==> config.mk <==
export PLATFORM = sky130hd
export DESIGN_NAME = spi_port
export DESIGN_NICKNAME = d
export VERILOG_FILES = /design/src/logic/spi_port_pkg.sv /design/src/logic/spi_port.sv
export SDC_FILE = /design/constraint.sdc
export NUM_CORES = 1
export LEC_CHECK = 0
export ABC_AREA = 1
export BUFFER_PORTS_ARGS = -buffer_cell sky130_fd_sc_hd__buf_2
export CELL_PAD_IN_SITES_DETAIL_PLACEMENT = 1
export CELL_PAD_IN_SITES_GLOBAL_PLACEMENT = 1
export CORE_MARGIN = 2
export CORE_UTILIZATION = 41
export CTS_CLUSTER_DIAMETER = 50
export DETAILED_ROUTE_END_ITERATION = 12
export GPL_TIMING_DRIVEN = 0
export PLACE_DENSITY = 0.95
export SETUP_SLACK_MARGIN = 0.05
export SYNTH_ARGS = -nofsm -noshare
export SYNTH_HDL_FRONTEND = slang
export SYNTH_SLANG_ARGS = --single-unit
==> constraint.sdc <==
create_clock -name mclk -period 4.68 [get_ports mclk]
set_clock_uncertainty 0.1 [all_clocks]
set_input_delay 0.468 -clock mclk [delete_from_list [all_inputs] [get_ports mclk]]
set_output_delay 0.468 -clock mclk [all_outputs]
set_load 0.005 [all_outputs]
==> src/logic/spi_port_pkg.sv <==
// Purpose: Shared constants and carrier types for the serial peripheral port.
// Assumes: One 200 MHz clock; all pin inputs already synchronous to it.
// Notes: Pin index order is select, clock, master-out, master-in.
package spi_port_pkg;

    localparam int unsigned CLK_PERIOD_NS = 5;
    localparam int unsigned DATA_BITS = 8;
    localparam int unsigned BIT_CNT_W = 4;
    localparam logic [3:0] BITS_PER_CHAR = 4'h8;

    // Pin indices within the four-bit pin groups.
    localparam int unsigned PIN_SEL = 0;
    localparam int unsigned PIN_SCK = 1;
    localparam int unsigned PIN_MOSI = 2;
    localparam int unsigned PIN_MISO = 3;

    // Half-period of the serial clock in bus clocks, per rate code.
    localparam logic [4:0] HALF_DIV2 = 5'h01;
    localparam logic [4:0] HALF_DIV4 = 5'h02;
    localparam logic [4:0] HALF_DIV16 = 5'h08;
    localparam logic [4:0] HALF_DIV32 = 5'h10;

    localparam logic [7:0] DATA_RESET = 8'h00;

    // Static configuration from the control bits.
    typedef struct packed {
        logic enable;
        logic master;
        logic cpol;
        logic cpha;
        logic [1:0] rate;
        logic open_drain;
    } spi_cfg_t;

    // Four pins: value, enable or level per pin.
    typedef struct packed {
        logic miso;
        logic mosi;
        logic sck;
        logic sel;
    } pin4_t;

endpackage : spi_port_pkg

==> src/logic/spi_port.sv <==
// Purpose: Master/slave serial peripheral port exchanging 8-bit characters.
// Assumes: Pins are synchronous inputs; output enable high means the pin is driven.
// Notes: Status read then data access clears the complete and collision flags; status read then control write clears mode fault; no interrupt logic.
`timescale 1ns/1ps
module spi_port (
    input wire logic mclk, // Bus clock.
    input wire logic rst_b, // Synchronous reset, active low.
    input wire spi_port_pkg::spi_cfg_t cfg, // Control bits.
    input wire spi_port_pkg::pin4_t dir, // Port direction register bits.
    input wire spi_port_pkg::pin4_t gpio_out, // General-purpose output levels.
    input wire spi_port_pkg::pin4_t pin_in, // Pin levels seen at the pads.
    input wire logic data_wr, // Write strobe of the data register.
    input wire logic [7:0] data_wdata, // Write data of the data register.
    input wire logic data_rd, // Read strobe of the data register.
    input wire logic status_rd, // Read strobe of the status register.
    input wire logic ctrl_wr, // Write strobe of the control register.
    output spi_port_pkg::pin4_t pin_out, // Pin output levels.
    output spi_port_pkg::pin4_t pin_oe, // Pin output enables.
    output logic [7:0] read_data, // Read buffer contents.
    output logic transfer_complete_flag, // Transfer complete flag.
    output logic write_collision, // Write collision flag.
    output logic mode_fault, // Mode fault flag.
    output logic busy, // Transfer in progress.
    output logic fault_clear_dirs // Pulse: software must clear master and SPI directions.
);

    typedef enum logic [1:0] {IDLE, RUN, DONE} state_t;

    // Half-period length for a rate code.
    function automatic logic [4:0] half_len(input logic [1:0] code);
        case (code)
            2'h0: half_len = spi_port_pkg::HALF_DIV2;
            2'h1: half_len = spi_port_pkg::HALF_DIV4;
            2'h2: half_len = spi_port_pkg::HALF_DIV16;
            default: half_len = spi_port_pkg::HALF_DIV32;
        endcase
    endfunction : half_len

    state_t state, next_state;
    logic [7:0] shifter, next_shifter;
    logic [7:0] rbuf, next_rbuf;
    logic [3:0] bit_cnt, next_bit_cnt;
    logic [4:0] div_cnt, next_div_cnt;
    logic sck_int, next_sck_int;
    logic in_bit, next_in_bit;
    logic sck_prev, next_sck_prev;
    logic sel_prev, next_sel_prev;
    logic flag_tc, next_flag_tc;
    logic flag_wc, next_flag_wc;
    logic flag_mf, next_flag_mf;
    logic armed, next_armed;
    logic mf_pulse, next_mf_pulse;
    logic out_q, next_out_q;
    spi_port_pkg::pin4_t next_pin_out, next_pin_oe;

    logic is_master, is_slave, slave_sel, sck_lead, sck_trail, tick, sel_fall;
    logic fault_now, serial_in, out_bit;

    assign is_master = cfg.enable && cfg.master && !flag_mf;
    assign is_slave = cfg.enable && !cfg.master;
    assign slave_sel = is_slave && !pin_in.sel;
    assign fault_now = cfg.enable && cfg.master && !dir.sel && !pin_in.sel;
    assign serial_in = cfg.master ? pin_in.miso : pin_in.mosi;
    // Leading and trailing edges of the slave clock relative to idle polarity.
    assign sck_lead = (pin_in.sck != cfg.cpol) && (sck_prev == cfg.cpol);
    assign sck_trail = (pin_in.sck == cfg.cpol) && (sck_prev != cfg.cpol);
    assign sel_fall = sel_prev && !pin_in.sel;
    assign tick = (div_cnt == 5'h01);
    assign out_bit = shifter[7];

    // Transfer sequencing, shifting, buffering and flags.
    always_comb
    begin
        next_state = state;
        next_shifter = shifter;
        next_rbuf = rbuf;
        next_bit_cnt = bit_cnt;
        next_div_cnt = div_cnt;
        next_sck_int = sck_int;
        next_in_bit = in_bit;
        next_sck_prev = pin_in.sck;
        next_sel_prev = pin_in.sel;
        next_flag_tc = flag_tc;
        next_flag_wc = flag_wc;
        next_flag_mf = flag_mf;
        next_armed = armed;
        next_mf_pulse = 1'b0;
        next_out_q = out_q;
        // Flag clears: a status read arms, a later data or control access clears.
        if (status_rd)
        begin
            next_armed = flag_tc || flag_wc || flag_mf;
        end
        if (armed && (data_rd || data_wr))
        begin
            next_flag_tc = 1'b0;
            next_flag_wc = 1'b0;
            next_armed = 1'b0;
        end
        if (armed && ctrl_wr)
        begin
            next_flag_mf = 1'b0;
            next_armed = 1'b0;
        end
        // Data writes load the shifter only between transfers.
        if (data_wr)
        begin
            if (state == RUN || (slave_sel && !cfg.cpha))
            begin
                next_flag_wc = 1'b1;
            end
            else
            begin
                next_shifter = data_wdata;
                if (is_master)
                begin
                    next_state = RUN;
                    next_bit_cnt = 4'h0;
                    next_sck_int = 1'b0;
                    next_div_cnt = half_len(cfg.rate);
                end
            end
        end
        case (state)
            IDLE:
            begin
                // Slave begins at the first leading edge while selected.
                if (slave_sel && sck_lead)
                begin
                    next_state = RUN;
                    next_bit_cnt = 4'h0;
                    next_in_bit = serial_in;
                end
                if (slave_sel && sel_fall)
                begin
                    next_bit_cnt = 4'h0;
                end
            end
            RUN:
            begin
                if (is_master)
                begin
                    next_div_cnt = tick ? half_len(cfg.rate) : 5'(div_cnt - 5'h01);
                    if (tick)
                    begin
                        next_sck_int = !sck_int;
                        if (!sck_int)
                        begin
                            // Phase one changes data on the leading edge, phase zero samples there.
                            if (cfg.cpha)
                            begin
                                next_out_q = shifter[7];
                                next_shifter = {shifter[6:0], 1'b0};
                            end
                            else
                            begin
                                next_in_bit = serial_in;
                            end
                        end
                        else
                        begin
                            // Phase one samples on the trailing edge into the freed low bit.
                            next_shifter = cfg.cpha ? {shifter[7:1], serial_in} : {shifter[6:0], in_bit};
                            next_bit_cnt = 4'(bit_cnt + 4'h1);
                            if (4'(bit_cnt + 4'h1) == spi_port_pkg::BITS_PER_CHAR)
                            begin
                                next_state = DONE;
                            end
                        end
                    end
                end
                else if (slave_sel)
                begin
                    if (sck_lead)
                    begin
                        next_in_bit = serial_in;
                    end
                    if (sck_trail)
                    begin
                        next_shifter = {shifter[6:0], in_bit};
                        next_bit_cnt = 4'(bit_cnt + 4'h1);
                        if (4'(bit_cnt + 4'h1) == spi_port_pkg::BITS_PER_CHAR)
                        begin
                            next_state = DONE;
                        end
                    end
                end
                else if (!is_slave || !cfg.enable)
                begin
                    next_state = IDLE;
                    next_sck_int = 1'b0;
                end
            end
            DONE:
            begin
                next_rbuf = shifter;
                next_flag_tc = 1'b1;
                next_state = IDLE;
            end
            default:
            begin
                next_state = IDLE;
            end
        endcase
        // Mode fault stops the transfer at once; the pins are released one cycle after the flag sets.
        if (fault_now)
        begin
            next_flag_mf = 1'b1;
            next_mf_pulse = !flag_mf;
            next_state = IDLE;
            next_sck_int = 1'b0;
        end
    end

    // Pin drive: general I/O when disabled, serial roles when enabled.
    always_comb
    begin
        next_pin_out = gpio_out;
        next_pin_oe = dir;
        if (cfg.enable)
        begin
            if (is_master)
            begin
                // Launched from the next values so the pin edge lands in the cycle of the sample.
                next_pin_out.sck = next_sck_int ^ cfg.cpol;
                next_pin_out.mosi = cfg.cpha ? next_out_q : next_shifter[7];
                next_pin_oe.miso = 1'b0;
                next_pin_oe.sel = dir.sel;
            end
            else if (cfg.master)
            begin
                // Faulted master: every serial pin released.
                next_pin_oe = '0;
            end
            else
            begin
                next_pin_out.miso = out_bit;
                next_pin_oe.sck = 1'b0;
                next_pin_oe.mosi = 1'b0;
                next_pin_oe.sel = 1'b0;
                next_pin_oe.miso = dir.miso && !pin_in.sel;
            end
        end
        // Open drain: a high level is left to the external pull-up.
        if (cfg.open_drain)
        begin
            next_pin_oe = next_pin_oe & ~next_pin_out;
            next_pin_out = '0;
        end
    end

    // State registers.
    always_ff @(posedge mclk)
    begin
        if (!rst_b)
        begin
            state <= IDLE;
            shifter <= spi_port_pkg::DATA_RESET;
            rbuf <= spi_port_pkg::DATA_RESET;
            bit_cnt <= 4'h0;
            div_cnt <= 5'h01;
            sck_int <= 1'b0;
            in_bit <= 1'b0;
            sck_prev <= 1'b0;
            sel_prev <= 1'b1;
            flag_tc <= 1'b0;
            flag_wc <= 1'b0;
            flag_mf <= 1'b0;
            armed <= 1'b0;
            mf_pulse <= 1'b0;
            out_q <= 1'b0;
            pin_out <= '0;
            pin_oe <= '0;
        end
        else
        begin
            state <= next_state;
            shifter <= next_shifter;
            rbuf <= next_rbuf;
            bit_cnt <= next_bit_cnt;
            div_cnt <= next_div_cnt;
            sck_int <= next_sck_int;
            in_bit <= next_in_bit;
            sck_prev <= next_sck_prev;
            sel_prev <= next_sel_prev;
            flag_tc <= next_flag_tc;
            flag_wc <= next_flag_wc;
            flag_mf <= next_flag_mf;
            armed <= next_armed;
            mf_pulse <= next_mf_pulse;
            out_q <= next_out_q;
            pin_out <= next_pin_out;
            pin_oe <= next_pin_oe;
        end
    end

    assign read_data = rbuf;
    assign transfer_complete_flag = flag_tc;
    assign write_collision = flag_wc;
    assign mode_fault = flag_mf;
    assign busy = (state != IDLE);
    assign fault_clear_dirs = mf_pulse;

    // Helper: serial clock edges counted during a master transfer.
    logic [4:0] sck_edges;
    always_ff @(posedge mclk)
    begin
        if (!rst_b || (state == IDLE && next_state == RUN))
        begin
            sck_edges <= 5'h00;
        end
        else if (state == RUN && is_master && tick)
        begin
            sck_edges <= 5'(sck_edges + 5'h01);
        end
    end
endmodule : spi_port

==> summary.md, run 1 <==
| Metric | Value |
|---|---|
| Status | `finished clean` |
| Cell Pwr Density | `282 nW/µm²` |
| Post-CTS sizing | `0` |
| Max-cap violation count | `0` |
| Worst EP required | `4.80 ns` |
| Synth Register Bits | `45` |
| Global-route met1 utilization | `0.321` |
| Synth Cell Area | `2440 µm²` |
| Post-CTS Setup Inserts | `0` |
| CTS H-tree depth | `2` |
| Syn Area/Cell | `6.72 µm²` |
| Tightest Pin Transition | `0.587 ns` |
| Yosys warning total | `0` |
| Final TNS setup | `0 ns` |
| Yosys cell types | `36` |
| Setup violators final | `0` |
| Max-slew headroom | `0.605` |
| Drt via density | `5.43` |
| Synth top area share | `0.369` |
| Top cells by area, synth | `dfxtp_1 (37%), nand2_1 (10%), inv_1 (7.7%)` |
| Pre-antenna DRT Iters | `4` |
| Port bufs | `51` |
| Hold buffer count at cts | `0` |
| DRC | `0` |
| HPWL after detailed placement | `5860 µm` |
| Area leader, netlist | `dfxtp_1` |
| First-pass GRT wire length | `13300 µm` |
| Pre-CTS setup slack | `2.49 ns` |
| Total Power | `813 µW` |
| FF/Latch Area | `901 µm²` |
| Static Leakage | `1.41 nW` |
| M3 GR Usage | `0.0300` |
| Vias | `2699` |
| Post-Synthesis Cells | `363` |
| Initial antenna violation count | `0` |
| Mapped Nets | `399` |
| Placed insts | `489` |
| Commonest cells after routing, fill and taps aside | `nand2_1 (68), buf_2 (55), inv_1 (50)` |
| Initial Utilization | `0.417` |
| Core box area | `5850 µm²` |
| Routed WL | `8060 µm` |
| FILL cells | `809` |
| GRT overflow | `0` |
| WL per Instance | `16.2 µm` |
| Site Rows | `28` |
| Min Tclk post-route | `2.15 ns` |
| Worst-path fanout max | `5` |
| Clock Latency Late Sink | `0.32 ns` |
| WS Path Type | `register to register` |
| Io pins | `54` |
| Critical Path AT | `2.27 ns` |
| Starting DRC count in detailed routing | `95` |
| Area grow syn2layout | `18.2%` |
| Largest net degree at the start of global routing | `17` |
| Clock Sinks | `45` |
| Post-synth EDFFs | `0` |
| Max Root-Sink Buffers | `2` |
| ANT nets after route | `0` |
| Finished Layout Cells | `497` |
| FFs w/ async S/R, synth | `0` |
| Register area share after synthesis | `0.369` |
| Setup crit start kind | `register` |
| ANT cells | `0` |
| RSZ-0062 raised after global routing | `no` |
| Root Buffer | `clkbuf_8` |
| Share of post-route cells with drive strength above 1 | `0.204` |
| Fraction of the cycle the final worst path needs | `0.459` |
| Final Core Density | `0.493` |
| Clk pin slew, worst setup/hold paths | `0.10 ns` |
| Fmax | `0.465 GHz` |
| Area of the multi-input gates | `1280 µm²` |
| Hold Crit Class | `input pin to register` |
| DIE WIDTH | `81.1 µm` |
| Gpl congestion | `0.849` |
| Maximum vdd ir drop | `0.125 mV` |
| Most used DFF post-synth | `dfxtp_1` |
| CTS Buf Count | `5` |
| Number of global-route vias before repair | `2798` |
| Global Route Usage Sum | `0.262` |
| Worst Setup End Kind | `register` |
| CTS tree | `done` |
| Endpoints failing hold | `0` |
| Slew Limit Fails | `0` |
| Die extent in y | `81.1 µm` |
| Fin nets | `457` |
| Die area | `6580 µm²` |
| Setup WS post-layout | `2.53 ns` |
| Most common cell after layout, fill and taps aside | `nand2_1` |
| Met2 Track Usage GR | `0.471` |
| Gr busiest metal | `met2` |
kinds of logic after synthesis:
group	count (synthesis)	share of synthesized area
xor+xnor	4	0.0144
simple gates	158	0.293
compound gates	88	0.204
flops	45	0.369
fa+ha+maj	3	0.0154
buf+inv	65	0.105
stage by stage:
stage	hold WS [ns]	cell area, µm²
floorplan	0.345	2440
global placement	0.363	2790
detailed placement	0.375	2790
CTS	0.266	2880
global route	0.264	2880
finish	0.258	2880
power breakdown:
part / internal [mW] / leakage (nW) / switching (mW)
clock: 0.109 / 0.0452 / 0.157
sequential: 0.398 / 0.367 / 0.00917
combinational: 0.0480 / 0.997 / 0.0914
total: 0.555 / 1.41 / 0.258
critical path: stages, from the launching register on:
cell and delay (ns):
dfxtp_1 0.33, inv_1 0.10, ha_1 0.18, nand3_1 0.11
nor2_1 0.24, inv_1 0.14, or2_1 0.24, o21ai_0 0.30
a21oi_1 0.11, o21ai_1 0.15, inv_1 0.05
final cells by class:
type / instances / share of cell area
plain buffers: 10 / 0.0161
multi-input cells: 253 / 0.445
repair buffers: 51 / 0.0885
inverters: 55 / 0.0725
clock inverters: 3 / 0.00868
flip-flops and latches: 45 / 0.313
clock buffers: 5 / 0.0239
well taps: 75 / 0.0326
worst paths after layout:
kind / startpoint / slack [ns] / cells past startpoint / to
max: div_cnt[1]$_SDFF_PN0_ / 2.53 / 10 / state[0]$_SDFF_PP0_
min: status_rd / 0.26 / 2 / armed$_SDFFE_PP0P_
max reg2reg: div_cnt[1]$_SDFF_PN0_ / 2.53 / 10 / state[0]$_SDFF_PP0_
min reg2reg: shifter[5]$_SDFFE_PN0P_ / 0.39 / 2 / read_data[5]$_SDFFE_PN0P_
cells in the mapped netlist, types with 4 or more instances:
| cell type | n |
|---|---|
| buf_2 | 4 |
| nand2_1 | 68 |
| a21oi_1 | 29 |
| o21ai_1 | 10 |
| inv_2 | 4 |
| o211ai_1 | 7 |
| nand3_1 | 24 |
| dfxtp_1 | 45 |
| clkbuf_1 | 5 |
| o21ai_0 | 29 |
| inv_1 | 50 |
| nand2_2 | 5 |
| nor3_1 | 4 |
| nor2_1 | 39 |
sequential cells by signal, indices dropped and copies added, names as in the netlist, 2 cells and up:
signal,count
shifter,8
pin_out,4
bit_cnt,4
state,2
read_data,8
div_cnt,5
pin_oe,4
per-layer routing:
| layer | up-vias | wire (µm) | part of all wire |
|---|---|---|---|
| met5 | - | 0 | 0 |
| met4 | 0 | 144 | 0.018 |
| met3 | 13 | 339 | 0.042 |
| met2 | 60 | 4160 | 0.52 |
| met1 | 1330 | 3420 | 0.42 |
| li1 | 1296 | - | - |
No activity file was read; power rests on OpenSTA's default activity.
==> run 2, diff against run 1 <==
- CORE_UTILIZATION: 41 -> 38
- PLACE_DENSITY: 0.95 -> 0.9
- clock period: 4.68 -> 2.1 ns (I/O delays scaled with it)
==> summary.md, run 2 (synthesized netlist as in run 1, its figures left out) <==
| Metric | Value |
|---|---|
| Fin area | `2920 µm²` |
| Slew Limit Fails | `0` |
| HPWL after detailed placement | `5540 µm` |
| Initial antenna violation count | `0` |
| CTS Buf Count | `5` |
| First-pass GRT wire length | `11900 µm` |
| Final TNS setup | `0 ns` |
| WS Path Type | `register to register` |
| Worst EP required | `2.21 ns` |
| Pre-CTS setup slack | `0.0767 ns` |
| Setup crit start kind | `register` |
| Max-slew headroom | `0.502` |
| GRT overflow | `0` |
| Worst-path fanout max | `5` |
| CP max-delay cell | `dfxtp_1` |
| Clock Sinks | `45` |
| DIE WIDTH | `84.1 µm` |
| RSZ-0062 raised after global routing | `yes` |
| CP Depth | `10` |
| Io pins | `54` |
| Port bufs | `51` |
| Tightest Pin Transition | `0.740 ns` |
| Crit-path max cell delay | `0.32 ns` |
| Worst R2R Start | `div_cnt[1]$_SDFF_PN0_` |
| Crit path max-delay family | `simple AND/OR/NAND/NOR gates` |
| Clock Latency Late Sink | `0.31 ns` |
| Hold Path Depth | `3` |
| CTS tree | `done` |
| Fin nets | `460` |
| Routed WL | `7320 µm` |
| Drt via density | `5.20` |
| Cell Pwr Density | `608 nW/µm²` |
| Setup WS post-layout | `0.116 ns` |
| Crit path launch | `div_cnt[1]$_SDFF_PN0_` |
| Maximum vdd ir drop | `0.295 mV` |
| ANT cells | `0` |
| Initial Utilization | `0.389` |
| Worst path buffer plus inverter count | `3` |
| Hold Crit Class | `input pin to register` |
| Number of global-route vias before repair | `2597` |
| Die extent in y | `84.1 µm` |
| Total Power | `1.77 mW` |
| Critical Path AT | `2.09 ns` |
| Setup violators final | `0` |
| Gpl congestion | `0.836` |
| Most common cell after layout, fill and taps aside | `nand2_1` |
| Min Tclk post-route | `1.98 ns` |
| Fraction of the cycle the final worst path needs | `0.945` |
| Starting DRC count in detailed routing | `87` |
| ANT nets after route | `0` |
| Fmax | `0.504 GHz` |
| Most frequent CP cell | `inv_1` |
| Share of post-route cells with drive strength above 1 | `0.216` |
| Max Root-Sink Buffers | `2` |
| Placed cell area | `2790 µm²` |
| Root Buffer | `clkbuf_8` |
| Min Hold Slack | `0.0123 ns` |
| Clk pin slew, worst setup/hold paths | `0.09 ns` |
| Global Route Usage Sum | `0.208` |
| Core box area | `6280 µm²` |
| Commonest cells after routing, fill and taps aside | `nand2_1 (68), buf_2 (54), inv_1 (50)` |
| Vias | `2610` |
| CTS H-tree depth | `2` |
| Hold path startpoint | `pin_in[1]` |
| Static Leakage | `1.43 nW` |
| Status | `finished clean` |
| DRC | `0` |
| Max-cap violation count | `0` |
| Endpoints failing hold | `0` |
| Crit path cell chain | `inv_1 > ha_1 > nand3_1 > nor2_2 > inv_1 > or2_1 > o21ai_1 > a21oi_1 > o21ai_1 > inv_1` |
| Area grow syn2layout | `19.5%` |
| Reg2Reg Depth | `10` |
| Worst Setup End Kind | `register` |
| Largest net degree at the start of global routing | `15` |
| WL per Instance | `14.6 µm` |
| Pre-antenna DRT Iters | `4` |
| Die area | `7080 µm²` |
| Site Rows | `29` |
run 2: changes by cell type in the layout (fill, tap and decap cells not counted), moves of 2 or more:
cell	delta
buf_4	+3
clkinv_2	+2
inv_6	-2
o21ai_0	-2
run 2: tightest hold or removal path, stage by stage:
cell     delay, ns
buf_2         0.10
nand2_1       0.05
inv_1         0.04
run 2: final cells by class:
type	count	area, µm²
clock inverter	3	17.5
buffer	10	52.6
clock buffer	5	68.8
fill	871	3360
inverter	55	209
multi-input combinational	253	1290
timing repair buffer	54	278
tap	77	96.3
sequential	45	901
run 2: timing repair:
action / 4_1_cts / 5_1_grt
hold endpoints to repair: 0 / 0
pin swaps: 0 / 1
hold buffers: 0 / 0
gates resized for setup: 1 / 7
setup endpoints to repair: 1 / 8
buffers inserted: 0 / 3
run 2: power by group:
group	total [mW]	internal (mW)	leakage (nW)	switching, mW
Combinational	0.310	0.115	1.02	0.196
Clock	0.556	0.230	0.0439	0.326
Sequential	0.907	0.886	0.367	0.0213
Total	1.77	1.23	1.43	0.543
run 2: worst paths after layout:
path	to	slack [ns]
worst max register to register	state[0]$_SDFF_PP0_	0.12
worst min register to register	read_data[5]$_SDFFE_PN0P_	0.39
worst min-delay path	sck_prev$_SDFF_PN0_	0.01
worst max-delay path	state[0]$_SDFF_PP0_	0.12
run 2: stage by stage:
step	std cells	utilization
global placement	491	0.445
finish	502	0.465
detailed placement	491	0.445
global route	502	0.465
floorplan	363	-
CTS	499	0.459
run 2: metal layers:
layer / up-vias / wire length [µm] / track usage
li1: 1302 / - / -
met1: 1248 / 3310 / 0.257
met2: 51 / 3610 / 0.360
met3: 9 / 312 / 0.0452
met4: 0 / 95 / 0.0674
met5: - / 0 / 0
==> run 3, diff against run 2 <==
- CORE_MARGIN: 2 -> default
- GPL_TIMING_DRIVEN: 0 -> default
==> summary.md, run 3 (synthesized netlist as in run 1, its figures left out) <==
| Metric | Value |
|---|---|
| Status | `finished clean` |
| Finished Layout Cells | `504` |
| Die extent in y | `82.1 µm` |
| WL per Instance | `16.0 µm` |
| Clock Latency Late Sink | `0.31 ns` |
| Io pins | `54` |
| Comb power frac | `0.166` |
| RR Endpoint | `pin_oe[2]$_SDFF_PN0_` |
| Worst Setup End Kind | `register` |
| Reg2Reg Setup Slack | `0.14 ns` |
| Endpoints failing hold | `0` |
| Most frequent CP cell | `nand2_1` |
| Sequential Power Share | `0.470` |
| Worst R2R Start | `state[0]$_SDFF_PP0_` |
| CTS Buf Count | `5` |
| Hold path startpoint | `status_rd` |
| Critical Path AT | `2.11 ns` |
| Fin nets | `464` |
| Initial antenna violation count | `0` |
| Crit path cell chain | `inv_2 > nor2_4 > buf_4 > inv_2 > nand3_1 > nand2_1 > nand2_1 > nand2_1 > nand2_1 > nand2_1 > nand2_1 > nand3_1 > nand2_1 > nand2_1 > a21oi_2` |
| Root Buffer | `clkbuf_8` |
| Placed insts | `492` |
| Hold Path End | `armed$_SDFFE_PP0P_` |
| Gpl congestion | `0.910` |
| Fmax | `0.510 GHz` |
| Max-slew headroom | `0.583` |
| Port bufs | `53` |
| WS Path Type | `register to register` |
| HPWL after detailed placement | `5930 µm` |
| Min Tclk post-route | `1.96 ns` |
| Clock share of power | `0.364` |
| Max-cap violation count | `0` |
| Maximum vdd ir drop | `0.348 mV` |
| Share of post-route cells with drive strength above 1 | `0.240` |
| Sw Pwr | `543 µW` |
| Most common cell after layout, fill and taps aside | `nand2_1` |
| Slew Limit Fails | `0` |
| GRT overflow | `0` |
| Reg2Reg Depth | `15` |
| Clk pin slew, worst setup/hold paths | `0.08 ns` |
| Starting DRC count in detailed routing | `127` |
| Static Leakage | `1.48 nW` |
| DRC | `0` |
| CP max-delay cell | `dfxtp_2` |
| Drt via density | `5.37` |
| Worst path buffer plus inverter count | `3` |
| Hold Path Depth | `2` |
| Setup violators final | `0` |
| Largest net degree at the start of global routing | `18` |
| RSZ-0062 raised after global routing | `yes` |
| Hold Crit Class | `input pin to register` |
| Core box area | `6060 µm²` |
| Setup crit start kind | `register` |
| ANT cells | `0` |
| Worst-path fanout max | `5` |
| CTS tree | `done` |
| Site Rows | `28` |
| Number of global-route vias before repair | `2785` |
| Crit-path max cell delay | `0.37 ns` |
| Tightest Pin Transition | `0.620 ns` |
| Crit path launch | `state[0]$_SDFF_PP0_` |
| ANT nets after route | `0` |
| First-pass GRT wire length | `13000 µm` |
| DIE WIDTH | `82.1 µm` |
| Global Route Usage Sum | `0.254` |
| Max Root-Sink Buffers | `2` |
| Switching share of power | `0.281` |
| Area grow syn2layout | `22.6%` |
| Worst EP required | `2.25 ns` |
| Vias | `2705` |
| Fraction of the cycle the final worst path needs | `0.933` |
| CP Depth | `15` |
| Commonest cells after routing, fill and taps aside | `nand2_1 (67), buf_2 (53), inv_1 (48)` |
| Die area | `6750 µm²` |
| Initial Utilization | `0.403` |
| Final Core Density | `0.494` |
| Routed WL | `8090 µm` |
| Final TNS setup | `0 ns` |
| Pre-antenna DRT Iters | `4` |
| Crit path max-delay family | `simple AND/OR/NAND/NOR gates` |
| Cell Pwr Density | `647 nW/µm²` |
| CTS H-tree depth | `2` |
| Pint | `1.39 mW` |
| Clock Sinks | `45` |
run 3: cell count changes in the layout (fill, tap and decap cells not counted), sizes merged:
cell,previous run,this run
clkbuf,10,6
clkinv,2,0
bufinv,0,1
buf,59,68
run 3: area by class of cell:
class | count | area, µm²
fill | 826 | 3070
multi-input combinational | 253 | 1290
sequential | 45 | 902
timing repair buffer | 68 | 378
inverter | 55 | 209
tap | 75 | 93.8
clock buffer | 6 | 82.6
clock inverter | 2 | 37.5
run 3: what timing repair did:
| item | CTS | global route |
|---|---|---|
| buffers inserted | 0 | 4 |
| setup endpoints to repair | 0 | 9 |
| gates resized for setup | 0 | 5 |
| hold buffers | 0 | 0 |
run 3: routing by layer:
metal | track usage | vias to the layer above | wire [µm]
met3 | 0.0462 | 20 | 386
li1 | - | 1311 | -
met5 | 0 | - | 0
met4 | 0.102 | 0 | 207
met2 | 0.440 | 80 | 4140
met1 | 0.309 | 1294 | 3350
run 3: worst max path at each step:
stage / end / slack, ns
2_1_floorplan: state[0]$_SDFF_PP0_ / 0.42
3_3_place_gp: pin_oe[1]$_SDFF_PN0_ / 0.27
3_5_place_dp: pin_oe[1]$_SDFF_PN0_ / 0.17
4_1_cts: pin_oe[1]$_SDFF_PN0_ / 0.13
5_1_grt: shifter[4]$_SDFFE_PN0P_ / -0.003
6_report: pin_oe[2]$_SDFF_PN0_ / 0.14
run 3: stage by stage:
step                      worst slack [ns]  total power, mW  cell area [µm²]  hold WS (ns)
after floorplan                      0.416             1.11             2440         0.193
after global placement               0.275             1.22             2840         0.316
after detailed placement             0.172             1.23             2840         0.348
after CTS                            0.129             1.93             2960        0.0148
after global routing              -0.00311             2.02             2990        0.0271
final                                0.141             1.94             2990        0.0151
run 3: power groups by stage:
stage | Clock, mW | Sequential, mW | Combinational [mW]
5_1_grt | 0.747 | 0.914 | 0.357
2_1_floorplan | 0 | 0.923 | 0.189
4_1_cts | 0.713 | 0.909 | 0.312
3_3_place_gp | 0 | 0.926 | 0.293
6_report | 0.704 | 0.909 | 0.322
3_5_place_dp | 0 | 0.928 | 0.306
